`src/tcc_pkg.sv`:
```
// constants shared by the lower timer control block
package tcc_pkg;
  // ****************************************
  // register indexes and byte addresses
  // ****************************************
  localparam logic [11:0] CTL_IDX       = 12'h029;
  localparam logic [11:0] UPPER_CTL_IDX = 12'h02a;
  localparam logic [11:0] PERIOD_IDX    = 12'h030;
  localparam logic [11:0] PWIDTH_IDX    = 12'h031;
  localparam logic [11:0] STATUS_IDX    = 12'h032;
  localparam logic [11:0] ADDR_CTL       = CTL_IDX * 12'h004;
  localparam logic [11:0] ADDR_UPPER_CTL = UPPER_CTL_IDX * 12'h004;
  localparam logic [11:0] ADDR_PERIOD    = PERIOD_IDX * 12'h004;
  localparam logic [11:0] ADDR_PWIDTH    = PWIDTH_IDX * 12'h004;
  localparam logic [11:0] ADDR_STATUS    = STATUS_IDX * 12'h004;
  // ****************************************
  // field positions and reset values
  // ****************************************
  localparam int FF_BIT    = 7;
  localparam int CK_LSB    = 4;
  localparam int RUN_BIT   = 3;
  localparam int MODE_LSB  = 0;
  localparam logic [7:0] CTL_RESET    = 8'h00;
  localparam logic [7:0] PERIOD_RESET = 8'hff;
  localparam logic [7:0] PWIDTH_RESET = 8'hff;
  // ****************************************
  // modes, clock codes, timing
  // ****************************************
  localparam logic [2:0] MODE_TIMER = 3'h0;
  localparam logic [2:0] MODE_DIVOUT = 3'h1;
  localparam logic [2:0] MODE_PWM   = 3'h2;
  localparam logic [2:0] MODE_CASC  = 3'h3;
  localparam logic [2:0] CK_SLOWEST = 3'h0;
  localparam logic [2:0] CK_FC7     = 3'h1;
  localparam logic [2:0] CK_FC5     = 3'h2;
  localparam logic [2:0] CK_FC3     = 3'h3;
  localparam logic [2:0] CK_FS      = 3'h4;
  localparam logic [2:0] CK_FC1     = 3'h5;
  localparam logic [2:0] CK_FC      = 3'h6;
  localparam logic [2:0] CK_PIN     = 3'h7;
  localparam int PRESCALE_W = 11;
  localparam logic [2:0] FS_DIV_MAX = 3'h7;
  localparam logic [1:0] HTRANS_NONSEQ = 2'h2;
endpackage

```
`src/tcc_src_sel.sv`:
```
// source clock tick selection and prescaler
`timescale 1ns/10ps
`default_nettype none
module tcc_src_sel (
  input  wire logic       hclk,
  input  wire logic       hresetn,
  input  wire logic       ce,
  input  wire logic [2:0] clk_select,
  input  wire logic       divider_stage_select,
  input  wire logic       low_power,
  input  wire logic       fs_tick,
  input  wire logic       ext_pin,
  output logic            src_tick
);
  logic [tcc_pkg::PRESCALE_W-1:0] pre_reg;
  logic [tcc_pkg::PRESCALE_W-1:0] pre_next;
  logic [2:0]                     fsc_reg;
  logic [2:0]                     fsc_next;
  logic                           pin_reg;
  logic                           tick_reg;
  logic                           tick_next;

  // true when the low n prescaler bits are all ones
  function automatic logic stage_done(input logic [tcc_pkg::PRESCALE_W-1:0] p, input int n);
    logic ok;
    ok = 1'b1;
    for (int i = 0; i < tcc_pkg::PRESCALE_W; i++) begin
      if (i < n && !p[i]) begin
        ok = 1'b0;
      end
    end
    return ok;
  endfunction

  // ****************************************
  // tick selection
  // ****************************************
  always_comb begin
    pre_next = pre_reg + 1'b1;
    fsc_next = fs_tick ? fsc_reg + 3'h1 : fsc_reg;
    case (clk_select)
      tcc_pkg::CK_SLOWEST: begin
        if (divider_stage_select || low_power) begin
          tick_next = fs_tick && (fsc_reg == tcc_pkg::FS_DIV_MAX);
        end else begin
          tick_next = stage_done(pre_reg, 11);
        end
      end
      tcc_pkg::CK_FC7: tick_next = stage_done(pre_reg, 7);
      tcc_pkg::CK_FC5: tick_next = stage_done(pre_reg, 5);
      tcc_pkg::CK_FC3: tick_next = stage_done(pre_reg, 3);
      tcc_pkg::CK_FS:  tick_next = fs_tick;
      tcc_pkg::CK_FC1: tick_next = pre_reg[0];
      tcc_pkg::CK_FC:  tick_next = 1'b1;
      tcc_pkg::CK_PIN: tick_next = ext_pin && !pin_reg; // rising pin edges
      default:         tick_next = 1'b0;
    endcase
  end

  // prescaler, fs divider and pin history
  always_ff @(posedge hclk or negedge hresetn) begin
    if (!hresetn) begin
      pre_reg  <= '0;
      fsc_reg  <= 3'h0;
      pin_reg  <= 1'b0;
      tick_reg <= 1'b0;
    end else if (ce) begin
      pre_reg  <= pre_next;
      fsc_reg  <= fsc_next;
      pin_reg  <= ext_pin;
      tick_reg <= tick_next;
    end
  end

  assign src_tick = tick_reg;

  a_full_fc_tick: assert property (@(posedge hclk) disable iff (!hresetn)
    ce && clk_select == tcc_pkg::CK_FC |=> src_tick)
    else $error("full clock code did not tick");
endmodule
`default_nettype wire

```
`src/tcc_timer5.sv`:
```
// lower timer control: registers on ahb-lite, counter, flip-flop, cascade
//
// Chosen here: the AHB-Lite slave port.
`timescale 1ns/10ps
`default_nettype none
module tcc_timer5 (
  input  wire logic        hclk,
  input  wire logic        hresetn,
  input  wire logic        ce,
  input  wire logic        hsel,
  input  wire logic [11:0] haddr,
  input  wire logic [1:0]  htrans,
  input  wire logic        hwrite,
  input  wire logic [2:0]  hsize,
  input  wire logic [31:0] hwdata,
  input  wire logic        hready,
  output logic             hreadyout,
  output logic             hresp,
  output logic [31:0]      hrdata,
  input  wire logic        divider_stage_select,
  input  wire logic        slow_power_mode,
  input  wire logic        sleep_power_mode,
  input  wire logic        fs_tick,
  input  wire logic        ext_pin,
  output logic             timer_out,
  output logic             match_pulse,
  output logic             upper_tick
);
  logic [7:0]  ctl_reg;
  logic [7:0]  ctl_next;
  logic [7:0]  upper_ctl_reg;
  logic [7:0]  upper_ctl_next;
  logic [7:0]  period_reg;
  logic [7:0]  period_next;
  logic [7:0]  pwidth_reg;
  logic [7:0]  pwidth_next;
  logic        wr_reg;
  logic        wr_next;
  logic [11:0] waddr_reg;
  logic [11:0] waddr_next;
  logic [31:0] hrdata_reg;
  logic [31:0] hrdata_next;
  logic [7:0]  cnt_reg;
  logic [7:0]  cnt_next;
  logic        ff_reg;
  logic        ff_next;
  logic        run_q_reg;
  logic        match_reg;
  logic        match_next;
  logic        carry_reg;
  logic        carry_next;
  logic [2:0]  mode;
  logic        cascade;
  logic        eff_run;
  logic        preset;
  logic        src_tick;
  logic        addr_ok;

  // ****************************************
  // control decode
  // ****************************************
  assign mode    = ctl_reg[tcc_pkg::MODE_LSB +: 3];
  assign cascade = (mode == tcc_pkg::MODE_CASC);
  // cascade borrows run and preset from the upper control
  assign eff_run = cascade ? upper_ctl_reg[tcc_pkg::RUN_BIT] : ctl_reg[tcc_pkg::RUN_BIT];
  assign preset  = cascade ? upper_ctl_reg[tcc_pkg::FF_BIT] : ctl_reg[tcc_pkg::FF_BIT];

  // source selection always from this timer's clock field
  tcc_src_sel u_src (
    .hclk                 (hclk),
    .hresetn              (hresetn),
    .ce                   (ce),
    .clk_select           (ctl_reg[tcc_pkg::CK_LSB +: 3]),
    .divider_stage_select (divider_stage_select),
    .low_power            (slow_power_mode || sleep_power_mode),
    .fs_tick              (fs_tick),
    .ext_pin              (ext_pin),
    .src_tick             (src_tick)
  );

  // ****************************************
  // ahb-lite slave
  // ****************************************
  assign addr_ok = hsel && hready && htrans == tcc_pkg::HTRANS_NONSEQ;

  // address phase capture, read data and register writes
  always_comb begin
    wr_next        = addr_ok && hwrite;
    waddr_next     = haddr;
    hrdata_next    = 32'h0000_0000;
    ctl_next       = ctl_reg;
    upper_ctl_next = upper_ctl_reg;
    period_next    = period_reg;
    pwidth_next    = pwidth_reg;
    if (addr_ok && !hwrite) begin
      case (haddr)
        tcc_pkg::ADDR_CTL:       hrdata_next = {24'h000000, ctl_reg};
        tcc_pkg::ADDR_UPPER_CTL: hrdata_next = {24'h000000, upper_ctl_reg};
        tcc_pkg::ADDR_PERIOD:    hrdata_next = {24'h000000, period_reg};
        tcc_pkg::ADDR_PWIDTH:    hrdata_next = {24'h000000, pwidth_reg};
        tcc_pkg::ADDR_STATUS:    hrdata_next = {22'h000000, eff_run, ff_reg, cnt_reg};
        default:                 hrdata_next = 32'h0000_0000;
      endcase
    end
    if (wr_reg) begin
      case (waddr_reg)
        tcc_pkg::ADDR_CTL:       ctl_next = hwdata[7:0];
        tcc_pkg::ADDR_UPPER_CTL: upper_ctl_next = hwdata[7:0];
        tcc_pkg::ADDR_PERIOD:    period_next = hwdata[7:0];
        tcc_pkg::ADDR_PWIDTH:    pwidth_next = hwdata[7:0];
        default:                 ctl_next = ctl_reg;
      endcase
    end
  end

  // bus and register flops
  always_ff @(posedge hclk or negedge hresetn) begin
    if (!hresetn) begin
      wr_reg        <= 1'b0;
      waddr_reg     <= 12'h000;
      hrdata_reg    <= 32'h0000_0000;
      ctl_reg       <= tcc_pkg::CTL_RESET;
      upper_ctl_reg <= tcc_pkg::CTL_RESET;
      period_reg    <= tcc_pkg::PERIOD_RESET;
      pwidth_reg    <= tcc_pkg::PWIDTH_RESET;
    end else if (ce) begin
      wr_reg        <= wr_next;
      waddr_reg     <= waddr_next;
      hrdata_reg    <= hrdata_next;
      ctl_reg       <= ctl_next;
      upper_ctl_reg <= upper_ctl_next;
      period_reg    <= period_next;
      pwidth_reg    <= pwidth_next;
    end
  end

  assign hreadyout = ce; // bus waits while frozen
  assign hresp     = 1'b0;
  assign hrdata    = hrdata_reg;

  // ****************************************
  // counter and output flip-flop
  // ****************************************
  always_comb begin
    cnt_next   = cnt_reg;
    ff_next    = ff_reg;
    match_next = 1'b0;
    carry_next = 1'b0;
    if (!eff_run) begin
      cnt_next = 8'h00;
    end else if (!run_q_reg) begin
      cnt_next = 8'h00;
      ff_next  = preset;
    end else if (src_tick) begin
      case (mode)
        tcc_pkg::MODE_TIMER, tcc_pkg::MODE_DIVOUT: begin
          if (cnt_reg == period_reg) begin
            cnt_next   = 8'h00;
            match_next = 1'b1;
            ff_next    = (mode == tcc_pkg::MODE_DIVOUT) ? !ff_reg : ff_reg;
          end else begin
            cnt_next = cnt_reg + 8'h01;
          end
        end
        tcc_pkg::MODE_PWM: begin
          cnt_next = cnt_reg + 8'h01;
          if (cnt_reg == pwidth_reg) begin
            ff_next    = !ff_reg;
            match_next = 1'b1;
          end
          if (cnt_reg == 8'hff) begin
            ff_next = preset;
          end
        end
        tcc_pkg::MODE_CASC: begin
          cnt_next   = cnt_reg + 8'h01;
          carry_next = (cnt_reg == 8'hff);
        end
        default: cnt_next = cnt_reg;
      endcase
    end
  end

  // counter flops
  always_ff @(posedge hclk or negedge hresetn) begin
    if (!hresetn) begin
      cnt_reg   <= 8'h00;
      ff_reg    <= 1'b0;
      run_q_reg <= 1'b0;
      match_reg <= 1'b0;
      carry_reg <= 1'b0;
    end else if (ce) begin
      cnt_reg   <= cnt_next;
      ff_reg    <= ff_next;
      run_q_reg <= eff_run;
      match_reg <= match_next;
      carry_reg <= carry_next;
    end
  end

  assign timer_out   = ff_reg;
  assign match_pulse = match_reg;
  // upper byte clocks from lower overflow in its sixteen-bit modes
  assign upper_tick  = carry_reg && upper_ctl_reg[2];

  // ****************************************
  // checks
  // ****************************************
  a_stop_clears: assert property (@(posedge hclk) disable iff (!hresetn)
    ce && !eff_run |=> cnt_reg == 8'h00)
    else $error("stopped counter not cleared");
  a_start_preset: assert property (@(posedge hclk) disable iff (!hresetn)
    ce && eff_run && !run_q_reg |=> ff_reg == $past(preset))
    else $error("flip-flop not preset at start");
  a_ctl_reset: assert property (@(posedge hclk)
    $rose(hresetn) |-> ctl_reg == 8'h00)
    else $error("control not zero after reset");
  a_casc_upper_run: assert property (@(posedge hclk) disable iff (!hresetn)
    ce && cascade && !upper_ctl_reg[tcc_pkg::RUN_BIT] |=> cnt_reg == 8'h00)
    else $error("cascade ran without upper run");
  a_upper_overflow: assert property (@(posedge hclk) disable iff (!hresetn)
    upper_tick |-> $past(cnt_reg) == 8'hff && $past(mode) == tcc_pkg::MODE_CASC)
    else $error("upper tick without lower overflow");
  a_timer_match: assert property (@(posedge hclk) disable iff (!hresetn)
    ce && eff_run && run_q_reg && src_tick && mode == tcc_pkg::MODE_TIMER
    && cnt_reg == period_reg |=> cnt_reg == 8'h00 && match_pulse && $stable(ff_reg))
    else $error("timer match wrong");
  a_divout_toggle: assert property (@(posedge hclk) disable iff (!hresetn)
    ce && eff_run && run_q_reg && src_tick && mode == tcc_pkg::MODE_DIVOUT
    && cnt_reg == period_reg |=> ff_reg != $past(ff_reg))
    else $error("divider output did not toggle");
  a_ctl_write: assert property (@(posedge hclk) disable iff (!hresetn)
    ce && wr_reg && waddr_reg == tcc_pkg::ADDR_CTL |=> ctl_reg == $past(hwdata[7:0]))
    else $error("control write lost");
  a_casc_clock: assert property (@(posedge hclk) disable iff (!hresetn)
    ce && cascade && ctl_reg[tcc_pkg::CK_LSB +: 3] == tcc_pkg::CK_FC |=> src_tick)
    else $error("cascade ignores lower clock select");

  c_timer_match: cover property (@(posedge hclk) match_pulse && mode == tcc_pkg::MODE_TIMER);
  c_pwm_run: cover property (@(posedge hclk) eff_run && mode == tcc_pkg::MODE_PWM ##1 $changed(ff_reg));
  c_cascade: cover property (@(posedge hclk) upper_tick);
endmodule
`default_nettype wire

```
`config.mk`:
```
export PLATFORM = sky130hd
export DESIGN_NAME = tcc_timer5
export DESIGN_NICKNAME = d
export VERILOG_FILES = /design/src/tcc_pkg.sv /design/src/tcc_src_sel.sv /design/src/tcc_timer5.sv
export SDC_FILE = /design/constraint.sdc
export NUM_CORES = 1
export LEC_CHECK = 0
export BUFFER_PORTS_ARGS = -buffer_cell sky130_fd_sc_hd__buf_2
export CORE_AREA = 2 2 99 101
export DETAILED_ROUTE_END_ITERATION = 10
export DIE_AREA = 0 0 101 103
export MAX_ROUTING_LAYER = met4
export PLACE_DENSITY = 0.85
export SYNTH_ARGS = -nofsm -noshare
export SYNTH_HDL_FRONTEND = slang
export SYNTH_SLANG_ARGS = --single-unit
```
`constraint.sdc`:
```
create_clock -name hclk -period 1.9 [get_ports hclk]
set_clock_uncertainty 0.05 [all_clocks]
set_input_delay 0.475 -clock hclk [delete_from_list [all_inputs] [get_ports hclk]]
set_output_delay 0.475 -clock hclk [all_outputs]
set_load 0.02 [all_outputs]
```
==> summary.md <==
| Metric | Value |
|---|---|
| Post-DP HPWL | `7860 um` |
| Root buffer cell | `clkbuf_8` |
| Layout area overhead | `23.2%` |
| Final setup viols | `33` |
| Final #Nets | `~560` |
| CP startpoint | `cnt_reg[4]` |
| Least-Margin Pin Slew | `0.685 ns` |
| First drt pass iteration count | `5` |
| DRT Wirelength | `11300 um` |
| H-tree depth | `3` |
| Average size of a mapped cell | `about 11 um2` |
| Final hold viol count | `0` |
| # fillers | `around 740` |
| Cell Rows | `36` |
| Commonest cells after routing, fill and taps aside | `dfrtp_1 (63), buf_4 (51), buf_2 (45), mux2_2 (42), conb_1 (23)` |
| DP Area | `between 0.005 and 0.006 mm2` |
| Reg area | `between 0.002 and 0.0025 mm2` |
| Largest register FFs | `12` |
| Final worst slack | `-0.135 ns` |
| Post-synthesis sequential element count | `between 80 and 90` |
| Non-filler cells in the finished layout | `612` |
| Gr ovfl total | `0` |
| Post-synthesis simple-gate area fraction | `0.109` |
| Commonest non-fill, non-tap cell in the layout | `dfrtp_1` |
| Starting DRT DRC Count | `247` |
| CTS tree | `built` |
| Routed length per instance | `approximately 19 um` |
| Crit Path Category | `reg -> reg` |
| HP Start | `haddr[4]` |
| Post-Syn Instances | `slightly below 400` |
| GRT Total Usage | `0.231` |
| Post-route DRC | `0` |
| Post-synthesis cell type count | `52` |
| XOR/XNOR share of the synthesized area | `0.0530` |
| Final Cycle Share | `1.07` |
| Clk_lat worst skew | `0.36 ns` |
| Post-Synth Adder-Cell Area | `0.0140` |
| Max incr delay on CP | `0.44 ns` |
| Worst r2r src | `cnt_reg[4]` |
| Placed cell count | `slightly below 600` |
| Drt via density | `5.68` |
| Area of the multi-input gates | `0.00221 mm2` |
| ANT cells | `0` |
| Yosys top cell area share | `0.376` |
| Worst Hold Class | `in -> reg` |
| RSZ-0062 raised after global routing | `yes` |
| Antenna violations before repair | `0` |
| Top cell family by delay on the critical path | `flip-flops` |
| CTS clock-pin slew for the worst setup and hold paths | `~0.09 ns` |
| Max Cap Viol | `0` |
| First-pass GRT wire length | `17800 um` |
| Via count | `between 3000 and 4000` |
| Async set or reset register ratio after synthesis | `1.00` |
| Relative slew slack | `0.543` |
| FMAX | `about 0.49 GHz` |
| Cell chain of the critical path | `buf_6 > xor2_2 > nor4_2 > buf_4 > nand2_2 > a311oi_2 > mux2_4` |
| Sequential area share after synthesis | `0.470` |
| Ys Warns | `0` |
| Routed Antenna Nets | `0` |
| Primary FF master, synth | `dfrtp_1` |
| Total power | `3.92 mW` |
| Sink Count | `83` |
| Crit path required time | `approximately 2.1 ns` |
| Pins over their slew limit | `0` |
| Ranking of synthesized cells by area | `dfrtp_1 (38%), mux2_2 (11%), dfstp_2 (9.4%)` |
| Initial core utilization | `0.471` |
| Slowest CP cell | `dfrtp_1` |
| Clk buf depth | `2` |
| Final min period | `2.03 ns` |
| Maximum vdd ir drop | `673 uV` |
| Die Wd | `101 um` |
| Violated checks | `setup timing` |
| Leak | `2.68 nW` |
| Arr. time, crit path | `2.24 ns` |
| Share of cells above drive strength 1 | `0.440` |
| Worst Path Max Fanout | `3` |
| Post-synthesis compound-gate area fraction | `0.108` |
| Largest net degree at the start of global routing | `39` |
| Setup crit end kind | `flop` |
| Core region area | `0.00946 mm2` |
| Post-synth top area cell | `dfrtp_1` |
| Die ar. | `0.0104 mm2` |
| Final Instance Area | `0.00549 mm2` |
| Worst setup SP type | `flop` |
| Gp weighted congestion | `0.902` |
| I/O Buffers | `46` |
| Main combinational cell family by area after synthesis | `multiplexers` |
| Vias in the first global route | `3642` |
| Syn Std Cell Area | `approximately 0.0045 mm2` |
| PwrDens | `a little over 700 mW/mm2` |
| Chip height | `103 um` |
| Post-synthesis mux area share | `0.165` |
| Buffers and inverters on the worst path | `2` |
| Post-synth EDFFs | `0` |
| # IOs | `just under 100` |
| Num CTS Buffers | `9` |
| R2R Setup Slk | `-0.13 ns` |
| Outcome | `finished, violations left` |
==> report_power, final <==
| group | internal [mW] | switching, mW |
|---|---|---|
| Clock | 0.657 | 0.695 |
| Combinational | 0.248 | 0.280 |
| Sequential | 1.91 | 0.135 |
| Total | 2.81 | 1.11 |
==> cells in the mapped netlist (all sizes together), types with 2 or more instances <==
master,count
nor3b,2
o211ai,2
or3b,2
mux2,53
a21oi,6
a22oi,14
nand3b,2
a21o,5
nor3,2
xnor2,6
nand2,20
nor4,6
dfstp,16
inv,19
a22o,8
mux2i,11
dfrtp,67
o22ai,18
nor2,13
nand4b,3
nand4,6
or4,2
clkbuf,12
or3,2
ha,5
o21a,2
or2,2
nor2b,6
xor2,21
nor4bb,2
nand3,6
nand2b,3
o21ai,8
a31oi,2
buf,34
==> path summary, 6_finish.rpt <==
path	end	cells after the start
min reg2reg	u_src.pre_reg[9]	1
max	timer_out	7
min in group asynchronous	u_src.fsc_reg[2]	2
max reg2reg	timer_out	7
min	waddr_reg[4]	2
max in group asynchronous	pwidth_reg[1]	3
==> cell type report <==
| class | count | share of cell area |
|---|---|---|
| repair buffers | 108 | 0.137 |
| clock buffers | 10 | 0.0251 |
| inverters | 19 | 0.0130 |
| flip-flops and latches | 83 | 0.383 |
| multi-input cells | 272 | 0.403 |
| well taps | 114 | 0.0260 |
| clock inverters | 6 | 0.0130 |
==> routing by layer <==
layer	up-vias	global-route usage	part of all wire
li1	1568	-	-
met1	1734	0.271	0.42
met2	147	0.393	0.51
met3	28	0.0481	0.045
met4	0	0.0863	0.020
met5	-	-	0
==> cell families (layout without fill, tap and decap cells) <==
family / count (synthesis) / count (layout)
adder cells (fa/ha/maj): 5 / 5
AND/OR/NAND/NOR: 84 / 84
AO/OA/AOI/OAI: 69 / 69
other: 1 / 23
buffers and inverters: 65 / 143
multiplexers: 64 / 64
flip-flops: 83 / 83
XOR/XNOR: 27 / 27
==> stage by stage <==
step           utilization  hold slack, ns  setup WS, ns  TNS (ns)
3_5_place_dp         0.533           0.396        -0.278     -5.81
6_report             0.581           0.315        -0.135     -2.48
2_1_floorplan            -           0.129       -0.0163   -0.0350
3_3_place_gp         0.533           0.388        -0.170     -3.14
4_1_cts              0.563           0.301       -0.0945     -1.32
5_1_grt              0.581           0.301        -0.186     -5.15
==> timing repair <==
| item | CTS | global route |
|---|---|---|
| hold endpoints to repair | 8 | 0 |
| hold buffers | 1 | 0 |
| pin swaps | 5 | 21 |
| setup buffers | 4 | 6 |
| resized for setup | 8 | 34 |
| setup endpoints to repair | 25 | 42 |
No activity file was read; power rests on OpenSTA's default activity.
